--- config.mk ---
export PLATFORM = sky130hd
export DESIGN_NAME = uirp_top
export DESIGN_NICKNAME = d
export VERILOG_FILES = /design/src/include/uirp_pkg.sv /design/src/rtl/uirp_buffer.sv /design/src/rtl/uirp_top.sv
export SDC_FILE = /design/constraint.sdc
export NUM_CORES = 1
export LEC_CHECK = 0
export BUFFER_PORTS_ARGS = -buffer_cell sky130_fd_sc_hd__buf_4
export CAP_MARGIN = 10
export CELL_PAD_IN_SITES_DETAIL_PLACEMENT = 0
export CELL_PAD_IN_SITES_GLOBAL_PLACEMENT = 1
export CORE_MARGIN = 2
export CORE_UTILIZATION = 55
export DETAILED_ROUTE_END_ITERATION = 10
export PLACE_DENSITY_LB_ADDON = 0.1
export REMOVE_ABC_BUFFERS = 1
export SYNTH_ARGS = -nofsm -noshare
export SYNTH_HDL_FRONTEND = slang
export SYNTH_SLANG_ARGS = --single-unit
export TNS_END_PERCENT = 5
--- constraint.sdc ---
create_clock -name REF_CLK -period 7.2 [get_ports REF_CLK]
set_input_delay 0.36 -clock REF_CLK [delete_from_list [all_inputs] [get_ports REF_CLK]]
set_output_delay 0.36 -clock REF_CLK [all_outputs]
set_load 0.1 [all_outputs]
--- src/include/uirp_pkg.sv ---
package uirp_pkg;
    // CPU-side register offsets on the plain register port
    localparam logic [3:0] UIRP_OFF_DATA = 4'h5;
    localparam logic [3:0] UIRP_OFF_ADDR_CTRL = 4'h4;
    localparam logic [7:0] UIRP_DATA_RESET = 8'h00;
    // Address/control register fields
    localparam int UIRP_DIR_BIT = 7;
    localparam int UIRP_BUSY_BIT = 6;
    localparam int UIRP_RSVD_BIT = 5;
    localparam logic [4:0] UIRP_OFS_RESET = 5'h00;
    // Controller register offsets
    localparam logic [4:0] UIRP_EP0_BUF = 5'h10;
    localparam logic [4:0] UIRP_EP1_BUF = 5'h11;
    localparam logic [4:0] UIRP_EP2_BUF = 5'h12;
    localparam logic [4:0] UIRP_EP3_BUF = 5'h13;
    localparam logic [4:0] UIRP_SETUP_BUF = 5'h14;
    // Buffer window depth per endpoint buffer register
    localparam int UIRP_BUF_DEPTH = 8;
    typedef enum logic [3:0] {
        UIRP_IDLE = 4'h1,
        UIRP_WAIT_DATA = 4'h2,
        UIRP_READ = 4'h4,
        UIRP_WRITE = 4'h8
    } uirp_state_type;
endpackage

--- src/rtl/uirp_buffer.sv ---
`timescale 1ns/1ps
// One controller buffer register: a small byte FIFO-style window
module uirp_buffer
    import uirp_pkg::*;
(
    input wire logic REF_CLK, // System clock
    input wire logic RST_N, // Async reset, active low
    input wire logic wr_en, // Write one byte
    input wire logic rd_en, // Consume one byte
    input wire logic [7:0] wr_data, // Byte to store
    output logic [7:0] rd_data // Byte at the read pointer
);
    logic [7:0] mem_q [UIRP_BUF_DEPTH];
    logic [2:0] wp_q, wp_d, rp_q, rp_d;

    always_comb begin
        wp_d = wr_en ? wp_q + 3'h1 : wp_q;
        rp_d = rd_en ? rp_q + 3'h1 : rp_q;
    end

    // Storage has no reset; contents are undefined until written
    always_ff @(posedge REF_CLK) begin
        if (wr_en) begin
            mem_q[wp_q] <= wr_data;
        end
    end

    always_ff @(posedge REF_CLK or negedge RST_N) begin
        if (!RST_N) begin
            wp_q <= 3'h0;
            rp_q <= 3'h0;
        end else begin
            wp_q <= wp_d;
            rp_q <= rp_d;
        end
    end

    assign rd_data = mem_q[rp_q];
endmodule

--- src/rtl/uirp_top.sv ---
// Strobed register access is this design's own decision.
`timescale 1ns/1ps
// Summary of operation
// Offsets 12h,13h,14h select EP2, EP3, setup
// Busy set at start, held until done
// Direction one starts read at offset
// Direction zero waits for data, then writes
// Data register resets to zero
// Data register ignores writes while busy, except the data load that ends the wait for data
// Data holds write byte, returns read byte
// Offsets 10h,11h select EP0, EP1
// Address bit five reads zero, ignores writes
module uirp_top
    import uirp_pkg::*;
(
    input wire logic REF_CLK, // System clock, 10 MHz
    input wire logic RST_N, // Async reset, active low
    input wire logic [3:0] ADDR, // Register port address
    input wire logic [7:0] WDATA, // Register write data
    input wire logic WR, // Write strobe
    input wire logic RD, // Read strobe
    output logic [7:0] RDATA // Read data, cycle after RD
);
    uirp_state_type state_q, state_d;
    logic dir_q, dir_d;
    logic [4:0] ofs_q, ofs_d;
    logic [7:0] data_q, data_d;
    logic [7:0] rdata_q, rdata_d;
    logic [7:0] rd_byte;
    logic busy;
    logic wr_ctrl, wr_data;
    logic [4:0] buf_wr, buf_rd;
    logic [7:0] buf_q [5];
    logic [7:0] oth_q [16], oth_d [16];

    assign busy = (state_q != UIRP_IDLE);
    assign wr_ctrl = WR && (ADDR == UIRP_OFF_ADDR_CTRL) && !busy;
    assign wr_data = WR && (ADDR == UIRP_OFF_DATA) && !busy;

    always_comb begin
        state_d = state_q;
        dir_d = dir_q;
        ofs_d = ofs_q;
        data_d = data_q;
        if (wr_ctrl) begin
            dir_d = WDATA[UIRP_DIR_BIT];
            ofs_d = WDATA[4:0];
            state_d = WDATA[UIRP_DIR_BIT] ? UIRP_READ : UIRP_WAIT_DATA;
        end
        if (wr_data) begin
            data_d = WDATA;
        end
        case (state_q)
            UIRP_IDLE: begin
            end
            UIRP_WAIT_DATA: begin
                // Write starts only once data has been loaded
                if (WR && (ADDR == UIRP_OFF_DATA)) begin
                    data_d = WDATA;
                    state_d = UIRP_WRITE;
                end
            end
            UIRP_READ: begin
                data_d = rd_byte;
                state_d = UIRP_IDLE;
            end
            UIRP_WRITE: begin
                state_d = UIRP_IDLE;
            end
            default: begin
                state_d = UIRP_IDLE;
            end
        endcase
    end

    always_ff @(posedge REF_CLK or negedge RST_N) begin
        if (!RST_N) begin
            state_q <= UIRP_IDLE;
            dir_q <= 1'b0;
            ofs_q <= UIRP_OFS_RESET;
            data_q <= UIRP_DATA_RESET;
        end else begin
            state_q <= state_d;
            dir_q <= dir_d;
            ofs_q <= ofs_d;
            data_q <= data_d;
        end
    end

    // Controller register file: buffers at 10h-14h, plain bytes below
    genvar gi;
    generate
        for (gi = 0; gi < 5; gi++) begin : g_buf
            assign buf_wr[gi] = (state_q == UIRP_WRITE) && (ofs_q == UIRP_EP0_BUF + 5'(gi));
            assign buf_rd[gi] = (state_q == UIRP_READ) && (ofs_q == UIRP_EP0_BUF + 5'(gi));
            uirp_buffer u_buf (
                .REF_CLK(REF_CLK),
                .RST_N(RST_N),
                .wr_en(buf_wr[gi]),
                .rd_en(buf_rd[gi]),
                .wr_data(data_q),
                .rd_data(buf_q[gi])
            );
        end
    endgenerate

    always_comb begin
        oth_d = oth_q;
        if ((state_q == UIRP_WRITE) && !ofs_q[4]) begin
            oth_d[ofs_q[3:0]] = data_q;
        end
    end

    always_ff @(posedge REF_CLK or negedge RST_N) begin
        if (!RST_N) begin
            oth_q <= '{default: 8'h00};
        end else begin
            oth_q <= oth_d;
        end
    end

    always_comb begin
        // Reserved controller offsets 15h-1Fh read zero, writes do nothing
        case (ofs_q)
            UIRP_EP0_BUF: rd_byte = buf_q[0];
            UIRP_EP1_BUF: rd_byte = buf_q[1];
            UIRP_EP2_BUF: rd_byte = buf_q[2];
            UIRP_EP3_BUF: rd_byte = buf_q[3];
            UIRP_SETUP_BUF: rd_byte = buf_q[4];
            default: rd_byte = ofs_q[4] ? 8'h00 : oth_q[ofs_q[3:0]];
        endcase
    end

    always_comb begin
        rdata_d = 8'h00;
        if (RD) begin
            if (ADDR == UIRP_OFF_DATA) begin
                rdata_d = data_q;
            end else if (ADDR == UIRP_OFF_ADDR_CTRL) begin
                rdata_d = {dir_q, busy, 1'b0, ofs_q};
            end
        end
    end

    always_ff @(posedge REF_CLK or negedge RST_N) begin
        if (!RST_N) begin
            rdata_q <= 8'h00;
        end else begin
            rdata_q <= rdata_d;
        end
    end

    assign RDATA = rdata_q;

    busy_read_a: assert property (@(posedge REF_CLK) disable iff (!RST_N)
        wr_ctrl && WDATA[UIRP_DIR_BIT] |=> busy ##1 !busy)
        else $error("read did not hold busy for one cycle");
    busy_write_a: assert property (@(posedge REF_CLK) disable iff (!RST_N)
        (state_q == UIRP_WAIT_DATA) && WR && (ADDR == UIRP_OFF_DATA) |=> busy ##1 !busy)
        else $error("write did not hold busy for one cycle");
    ctrl_lock_a: assert property (@(posedge REF_CLK) disable iff (!RST_N)
        busy && WR && (ADDR == UIRP_OFF_ADDR_CTRL) |=> $stable(ofs_q) && $stable(dir_q))
        else $error("control changed while busy");
    write_wait_a: assert property (@(posedge REF_CLK) disable iff (!RST_N)
        (state_q == UIRP_WAIT_DATA) && !WR |=> state_q == UIRP_WAIT_DATA)
        else $error("write began before data was loaded");
    write_launch_a: assert property (@(posedge REF_CLK) disable iff (!RST_N)
        (state_q == UIRP_WAIT_DATA) && WR && (ADDR == UIRP_OFF_DATA)
        |=> (state_q == UIRP_WRITE) && (data_q == $past(WDATA)))
        else $error("write did not start on data load");
    data_lock_a: assert property (@(posedge REF_CLK) disable iff (!RST_N)
        (state_q == UIRP_WRITE) |=> $stable(data_q))
        else $error("data changed while busy");
    data_take_a: assert property (@(posedge REF_CLK) disable iff (!RST_N)
        !busy && WR && (ADDR == UIRP_OFF_DATA) |=> data_q == $past(WDATA))
        else $error("idle data write not taken");
    read_back_a: assert property (@(posedge REF_CLK) disable iff (!RST_N)
        (state_q == UIRP_READ) |=> data_q == $past(rd_byte))
        else $error("read byte not returned");
    rdata_idle_a: assert property (@(posedge REF_CLK) disable iff (!RST_N)
        !RD |=> RDATA == 8'h00)
        else $error("read data stood past its cycle");
    rsvd_zero_a: assert property (@(posedge REF_CLK) disable iff (!RST_N)
        $past(RD) && ($past(ADDR) == UIRP_OFF_ADDR_CTRL) |-> !RDATA[UIRP_RSVD_BIT])
        else $error("reserved bit read as one");
    read_start_a: assert property (@(posedge REF_CLK) disable iff (!RST_N)
        wr_ctrl && WDATA[UIRP_DIR_BIT] |=> state_q == UIRP_READ)
        else $error("read not started");
    ep2_sel_a: assert property (@(posedge REF_CLK) disable iff (!RST_N)
        (ofs_q == UIRP_EP2_BUF) |-> (rd_byte == buf_q[2])
        && (buf_wr == ((state_q == UIRP_WRITE) ? 5'h04 : 5'h00)))
        else $error("offset 12h misrouted");
    setup_wr_a: assert property (@(posedge REF_CLK) disable iff (!RST_N)
        (state_q == UIRP_WRITE) && (ofs_q == UIRP_SETUP_BUF) |-> buf_wr == 5'h10)
        else $error("offset 14h write misrouted");
    rsvd_drop_a: assert property (@(posedge REF_CLK) disable iff (!RST_N)
        (state_q == UIRP_WRITE) && (ofs_q > UIRP_SETUP_BUF) |-> buf_wr == 5'h00)
        else $error("reserved offset write reached a buffer");
    ep0_sel_a: assert property (@(posedge REF_CLK) disable iff (!RST_N)
        (ofs_q == UIRP_EP0_BUF) |-> (rd_byte == buf_q[0])
        && (buf_wr == ((state_q == UIRP_WRITE) ? 5'h01 : 5'h00)))
        else $error("offset 10h misrouted");
    ep1_wr_a: assert property (@(posedge REF_CLK) disable iff (!RST_N)
        (state_q == UIRP_WRITE) && (ofs_q == UIRP_EP1_BUF) |-> buf_wr == 5'h02)
        else $error("offset 11h write misrouted");
endmodule

==> results of run 1 <==
==> per-stage QoR <==
| step | cell area [um^2] | hold slack, ns | setup slack [ns] |
|---|---|---|---|
| floorplan | 20800 | 0.0644 | 3.67 |
| global placement | 21700 | 0.485 | 3.51 |
| detailed placement | 21700 | 0.491 | 3.22 |
| CTS | 23400 | 0.0186 | 3.15 |
| global route | 23400 | 0.0231 | 3.12 |
| finish | 23400 | 0.0404 | 3.34 |
==> flip-flops by register name (all words and copies together), names as in the netlist, named ones only <==
name,cells
g_buf.u_buf.wp_q,15
state_q,4
ofs_q,5
g_buf.u_buf.rp_q,15
oth_q,128
g_buf.u_buf.mem_q,320
dir_q,1
RDATA,8
==> power by group through the flow <==
stage / Sequential [W] / Clock, W / Combinational, W
after detailed placement: 0.00332 / 0 / 0.000307
after global placement: 0.00332 / 0 / 0.000303
final: 0.00326 / 0.00257 / 0.000306
after CTS: 0.00327 / 0.00262 / 0.000308
after floorplan: 0.00333 / 0 / 0.000127
after global routing: 0.00327 / 0.00275 / 0.000330
==> cell usage in the layout, fill, tap and decap left out, types with 7 or more instances in the layout <==
cell,instances
nor2_1,76
nand4_1,18
clkinv_1,11
clkbuf_1,14
a21oi_1,8
dfrtp_2,10
buf_4,38
xnor2_1,14
ha_1,10
dfrtp_1,173
a22o_1,8
o211a_1,8
o22ai_1,8
nor4_1,18
mux2i_1,37
clkbuf_16,51
nand2_1,31
nor2_2,12
edfxtp_1,320
clkbuf_8,7
o2111ai_1,7
nor3_1,34
mux2_2,159
xor2_1,7
nand2b_1,16
mux4_2,103
==> worst max path at each step <==
| stage | cells after the start | slack, ns | endpoint |
|---|---|---|---|
| 6_report | 4 | 3.34 | g_buf[0].u_buf.mem_q[0][7]$_DFFE_PP_ |
| 5_1_grt | 4 | 3.12 | g_buf[0].u_buf.mem_q[0][6]$_DFFE_PP_ |
| 4_1_cts | 4 | 3.15 | g_buf[0].u_buf.mem_q[1][6]$_DFFE_PP_ |
| 3_5_place_dp | 4 | 3.22 | g_buf[0].u_buf.mem_q[1][5]$_DFFE_PP_ |
| 3_3_place_gp | 4 | 3.51 | g_buf[0].u_buf.mem_q[1][3]$_DFFE_PP_ |
| 2_1_floorplan | 4 | 3.67 | g_buf[3].u_buf.mem_q[0][0]$_DFFE_PP_ |
==> metal layers <==
layer	up-vias	GRT usage [%]	part of all wire (%)	wire length, um
li1	4792	-	-	-
met2	236	36.2	48	21100
met3	71	3.43	4.4	1960
met5	-	0	0	0
met1	5637	34.1	45	19900
met4	0	7.82	2.6	1170
==> Yosys cell counts, drive strengths merged, types with 5 or more instances <==
| cell | n |
|---|---|
| edfxtp | 320 |
| dfrtp | 183 |
| mux2 | 159 |
| mux4 | 103 |
| nor2 | 89 |
| clkbuf | 39 |
| nor3 | 38 |
| mux2i | 37 |
| nand2 | 35 |
| buf | 26 |
| nor4 | 20 |
| nand4 | 18 |
| nand2b | 16 |
| xnor2 | 14 |
| ha | 10 |
| a21oi | 8 |
| a22o | 8 |
| o211a | 8 |
| o22ai | 8 |
| o2111ai | 7 |
| xor2 | 7 |
| nand3 | 6 |
| or3 | 5 |
==> cells by family after synthesis <==
group / synth area share (%)
AO/OA/AOI/OAI: 1.85
XOR/XNOR: 0.873
adder cells (fa/ha/maj): 0.594
buffers and inverters: 1.40
flip-flops: 67.5
multiplexers: 21.3
AND/OR/NAND/NOR: 6.51
==> cell type report <==
| class | count | area share (%) |
|---|---|---|
| Clock buffer | 71 | 6.04 |
| Multi-Input combinational cell | 632 | 28.0 |
| Clock inverter | 22 | 0.883 |
| Timing Repair Buffer | 43 | 1.40 |
| Tap cell | 511 | 2.73 |
| Sequential cell | 504 | 60.8 |
| Inverter | 4 | 0.0642 |
==> timing repair <==
| action | 4_1_cts | 5_1_grt |
|---|---|---|
| endpoints found under the hold margin | 100 | 0 |
| hold buffers | 1 | 0 |
| setup buffers | 0 | 0 |
==> metrics.md, run 1 <==
| Metric | Value |
|---|---|
| Run status | `finished, final reports clean` |
| Clock Pin Slew Worst Setup and Hold Paths | `roughly 0.060 ns` |
| Arrival time worst endpoint | `between 4 and 5 ns` |
| Slew @ Worst Pin | `1.20 ns` |
| Num CTS Buffers | `50` |
| Core Area | `37,700 um^2` |
| CP peak stage delay | `0.84 ns` |
| Tcrit/Tclk final | `53.6%` |
| CP Cell Sequence | `or4b_1 > nor4_2 > nand2b_1 > nor3_1` |
| Layout Nets | `about 1.3k` |
| FFs w/ async S/R, synth | `between 30% and 40%` |
| CTS tree | `yes` |
| Synthesized flop and latch total | `504` |
| Mapped Cells | `1,205` |
| Total of max-cap violations | `0` |
| Detailed-route via count | `10.7k` |
| Fin cells | `1,787` |
| RSZ-0062 raised after global routing | `no` |
| Crit path time final | `3.86 ns` |
| Top post-synthesis cells by area | `edfxtp_1 (46%), dfrtp_1 (22%), mux4_2 (11%)` |
| Final Slew Violations | `0` |
| EDFF count, synth | `320` |
| Worst-Skew Late Latency | `0.59 ns` |
| Initial core utilization | `55.9%` |
| Worst r2r dst | `g_buf[0].u_buf.mem_q[0][7]$_DFFE_PP_` |
| Main flop type after synthesis | `edfxtp_1` |
| Crit path max-delay family | `simple AND/OR/NAND/NOR gates` |
| IO Port Bufs | `23` |
| Htree depth | `2` |
| Vias per inst | `6.01` |
| Cell Pwr Density | `around 260 nW/um^2` |
| Overall power | `0.00613 W` |
| Pin count of the biggest net entering global routing | `103` |
| CTS Root Cell | `clkbuf_16` |
| Switching power | `between 0.001 and 0.0015 W` |
| Grt ovf | `0` |
| Maximum clock rate | `approximately 260 MHz` |
| CP Buf/Inv Count | `0` |
| Seq pwr share | `about 53%` |
| Sw Share | `22.5%` |
| DIE AREA | `39,900 um^2` |
| Layout cells sized above 1 | `between 30% and 40%` |
| # DRC | `0` |
| P&R area growth vs syn | `11.0%` |
| CP startpoint | `state_q[3]$_DFF_PN0_` |
| Die Height | `approximately 200 um` |
| TNS Setup | `0 ns` |
| Cell-internal power | `approximately 0.0048 W` |
| Post-CTS Resized | `0` |
| WHS Endpoint | `ofs_q[2]$_DFFE_PN0P_` |
| Netlist Area Pre-Place | `21,100 um^2` |
| Biggest area consumer among synthesized cells | `edfxtp_1` |
| Critical path endpoint category | `flop` |
| DR iter-0 viols | `799` |
| Antenna violations before repair | `0` |
| Reg2Reg Depth | `4` |
| Hold Path Origin | `WDATA[2]` |
| Area of the multi-input gates | `~6600 um^2` |
| Seq/Total Area, Yosys | `67.5%` |
| Mean cell area of the mapped netlist | `about 17 um^2` |
| Hold Path Class | `in2reg` |
| Placed Instances | `1,689` |
| # IOs | `24` |
| Critical R2R Launch | `state_q[3]$_DFF_PN0_` |
| WS Path Type | `reg2reg` |
| Row count | `71` |
| Routed Antenna Nets | `0` |
| WHS Path Cells | `2` |
| Detailed-route wire length | `44,100 um` |
| Final estimated routing congestion in global placement | `0.823` |
| First-pass GRT wire length | `67,400 um` |
| VDD IR max | `0.226 mV` |
| Rel. slew slack | `19.6%` |
| Hold Vio Cnt, Final | `0` |
| Flop2flop setup slack | `about 3.3 ns` |
| CP Max Fanout | `23` |
| Die width | `between 150 and 200 um` |
| Cell variety after synth | `53` |
| GRT Util Overall | `23.2%` |
| Post-DR wirelength/cell | `24.7 um` |
| Clock sink count | `504` |
| Core Util, Final | `~62%` |
| Clk_skew | `0.0178 ns` |
| Crit path launch type | `flop` |
| Leakage power | `slightly below 9 nW` |
| Fillers | `2,815` |
| # setup viols final | `0` |
| Register area | `14,200 um^2` |
| Gate power share | `roughly 5.0%` |
| HPWL after detailed placement | `27,100 um` |
| Power share of the clock group | `about two fifths` |
| Vias in the first global route | `10.9k` |
| WP data required | `7.40 ns` |
| Slowest cell on crit path | `nor3_1` |
| Post-synth top area share | `45.6%` |
| Clock Tree Buf Depth | `3` |
| Number of synthesis warnings | `0` |
| # diodes | `0` |
| Drt first pass iters | `5` |
(Power assumes the default switching activity.)
==> run 2: changes to the inputs <==
--- a/config.mk
+++ b/config.mk
@@ -10,7 +10,7 @@
 export CELL_PAD_IN_SITES_DETAIL_PLACEMENT = 0
 export CELL_PAD_IN_SITES_GLOBAL_PLACEMENT = 1
 export CORE_MARGIN = 2
-export CORE_UTILIZATION = 55
+export CORE_UTILIZATION = 49
 export DETAILED_ROUTE_END_ITERATION = 10
 export PLACE_DENSITY_LB_ADDON = 0.1
 export REMOVE_ABC_BUFFERS = 1
==> constraint.sdc (replaced) <==
create_clock -name REF_CLK -period 3.5 [get_ports REF_CLK]
set_input_delay 0.175 -clock REF_CLK [delete_from_list [all_inputs] [get_ports REF_CLK]]
set_output_delay 0.175 -clock REF_CLK [all_outputs]
set_load 0.1 [all_outputs]
==> metrics.md, run 2 (synthesis results as in run 1) <==
| Metric | Value |
|---|---|
| Run status | `finished, final reports clean` |
| Total of max-cap violations | `0 (unchanged)` |
| Clock sink count | `504 (unchanged)` |
| Crit path launch type | `flop` |
| HPWL after detailed placement | `29,900 um (+10%)` |
| CP peak stage delay | `0.61 ns (-0.23 ns)` |
| Worst-Skew Late Latency | `0.60 ns (about the same)` |
| RSZ-0062 raised after global routing | `no` |
| CP Cell Sequence | `nor4b_1 > buf_4 > nand2_1 > buf_4 > or3_1 > nor2_1 > buf_4` |
| Initial core utilization | `49.9% (-6.0 points)` |
| Layout Nets | `1,328 (+5.3%)` |
| Crit path max-delay family | `simple AND/OR/NAND/NOR gates` |
| Crit path time final | `2.91 ns (-0.945 ns)` |
| Switching power | `0.00297 W (+120%)` |
| WS Path Type | `reg2reg` |
| Setup WS post-layout | `0.589 ns (-2.75 ns)` |
| Antenna violations before repair | `1 (+1)` |
| Grt ovf | `0 (unchanged)` |
| Vias per inst | `5.86 (-2.5%)` |
| Vias in the first global route | `11.4k (+5.3%)` |
| Num CTS Buffers | `53 (+6.0%)` |
| Placed cell area | `22,200 um^2 (+2.4%)` |
| Post-DR wirelength/cell | `24.8 um (+0.59%)` |
| Core Area | `42,200 um^2 (+12%)` |
| Core Util, Final | `57.3% (-4.8 points)` |
| Final estimated routing congestion in global placement | `0.783 (-4.9%)` |
| CP Max Fanout | `22 (-4.3%)` |
| Routed Antenna Nets | `0 (unchanged)` |
| # diodes | `0 (unchanged)` |
| Place WS | `0.611 ns (-2.61 ns)` |
| Top Registers | `g_buf.u_buf.mem_q (320), oth_q (128)` |
| Layout cells sized above 1 | `35.7% (+3.6 points)` |
| Cell Pwr Density | `553 nW/um^2 (+110%)` |
| Seq pwr share | `50.0% (-3.2 points)` |
| CTS tree | `yes` |
| Top reg by flops | `g_buf.u_buf.mem_q` |
| Drt first pass iters | `5 (unchanged)` |
| Maximum clock rate | `344 MHz (+32%)` |
| Die width | `211 um (+5.8%)` |
| Clock Pin Slew Worst Setup and Hold Paths | `0.07 ns (about the same)` |
| WP data required | `3.80 ns (-3.60 ns)` |
| CP Buf/Inv Count | `3 (+3)` |
| Detailed-route via count | `11.0k (+2.8%)` |
| Clock Tree Buf Depth | `3 (unchanged)` |
| Tcrit/Tclk final | `83.2% (+30 points)` |
| # setup viols final | `0 (unchanged)` |
| DIE AREA | `44,700 um^2 (+12%)` |
| CTS Root Cell | `clkbuf_16` |
| Flop2flop setup slack | `0.59 ns (-2.75 ns)` |
| VDD IR max | `0.361 mV (+59%)` |
| P&R area growth vs syn | `14.9%` |
| Hold Vio Cnt, Final | `0 (unchanged)` |
| Commonest non-fill, non-tap cell in the layout | `edfxtp_1` |
| Slew @ Worst Pin | `1.14 ns (-0.0613 ns)` |
| Critical path endpoint category | `flop` |
| Rel. slew slack | `24.3% (+4.7 points)` |
| Arrival time worst endpoint | `3.21 ns (-0.84 ns)` |
| Commonest cells after routing, fill and taps aside | `edfxtp_1 (320), dfrtp_1 (173), mux2_2 (159)` |
| DR iter-0 viols | `772 (-3.4%)` |
| GRT Util Overall | `22.0% (-1.2 points)` |
| Htree depth | `2 (unchanged)` |
| Power share of the clock group | `44.4% (+2.6 points)` |
| Die Height | `211 um (+5.8%)` |
| Detailed-route wire length | `46,700 um (+6.1%)` |
| Final Slew Violations | `0 (unchanged)` |
| Setup Fix Bufs, Post-CTS | `0 (unchanged)` |
| Final Cell Area | `24,200 um^2 (+3.5%)` |
| Clk_skew | `0.0197 ns (+0.00192 ns)` |
| Most frequent CP cell | `buf_4` |
| Cell-internal power | `0.0104 W (+120%)` |
| Hold Path Class | `in2reg` |
| Pin count of the biggest net entering global routing | `101 (-1.9%)` |
| Gate power share | `5.6% (+0.6 points)` |
| Sw Share | `22.2% (-0.29 points)` |
| # DRC | `0 (unchanged)` |
| Leakage power | `9.18 nW (+5.4%)` |
| IO Port Bufs | `23 (unchanged)` |
| Slowest cell on crit path | `dfrtp_2` |
| First-pass GRT wire length | `72,200 um (+7.2%)` |
| # IOs | `24 (unchanged)` |
| Row count | `75 (+5.6%)` |
| Max FFs per register | `320 (unchanged)` |
run 2: cell count changes in the layout (fill, tap and decap cells not counted):
cell / change
buf_4: +58
dlygate4sd3_1: +7
clkbuf_1: -6
bufinv_16: +5
clkbuf_16: +4
clkinv_1: -3
clkinv_2: +3
buf_12: +2
buf_2: -2
clkbuf_4: -1
clkbuf_8: +1
clkinv_4: +1
run 2: per-stage QoR:
stage                     hold slack, ns  cells  total power [W]  setup TNS, ns
after global placement             0.331   1778          0.00755              0
final                             0.0603   1884           0.0134              0
after CTS                         0.0312   1884           0.0135              0
after detailed placement           0.331   1778          0.00757              0
after global routing               0.104   1884           0.0138              0
after floorplan                   -0.121   1140          0.00710         -0.775
run 2: worst reg2reg max path, cell delays in order (launching register included):
cell and delay [ns]:
dfrtp_2 0.61, nor4b_1 0.59, buf_4 0.23, nand2_1 0.07
buf_4 0.18, or3_1 0.39, nor2_1 0.30, buf_4 0.24
run 2: cell type report:
class,count,area (um^2)
fill,3279,18000
sequential,504,14200
multi-input combinational,632,6560
clock buffer,70,1500
timing repair buffer,107,855
tap,539,674
clock inverter,28,369
inverter,4,15.0
run 2: power by group through the flow:
stage          clock network, W  logic (W)  registers [W]
2_1_floorplan                 0   0.000262        0.00684
3_3_place_gp                  0   0.000750        0.00680
3_5_place_dp                  0   0.000757        0.00681
4_1_cts                 0.00608   0.000765        0.00669
5_1_grt                 0.00631   0.000820        0.00670
6_report                0.00594   0.000753        0.00668
run 2: per-layer routing:
layer | up-vias | GRT usage, % | share of wire, %
li1 | 4939 | - | -
met3 | 56 | 3.20 | 4.5
met4 | 0 | 5.95 | 1.9
met1 | 5803 | 31.7 | 45
met2 | 234 | 35.5 | 49
met5 | - | 0 | 0
run 2: what timing repair did:
action                                 CTS  global route
gates resized for setup                  0             0
endpoints found under the hold margin  109             0
hold buffers                             8             0
run 2: path summary, 6_finish.rpt:
| check | depth (start not counted) | to | start |
|---|---|---|---|
| hold / removal | 5 | flop | WDATA[5] |
| hold reg to reg | 1 | dir_q$_DFFE_PN0P_ | dir_q$_DFFE_PN0P_ |
| setup / recovery | 7 | g_buf[4].u_buf.mem_q[6][4]$_DFFE_PP_ | ofs_q[1]$_DFFE_PN0P_ |
| setup reg to reg | 7 | g_buf[4].u_buf.mem_q[6][4]$_DFFE_PP_ | ofs_q[1]$_DFFE_PN0P_ |
| min in group asynchronous | 2 | g_buf[0].u_buf.wp_q[2]$_DFFE_PN0P_ | RST_N |
| max in group asynchronous | 3 | oth_q[43]$_DFFE_PN0P_ | RST_N |
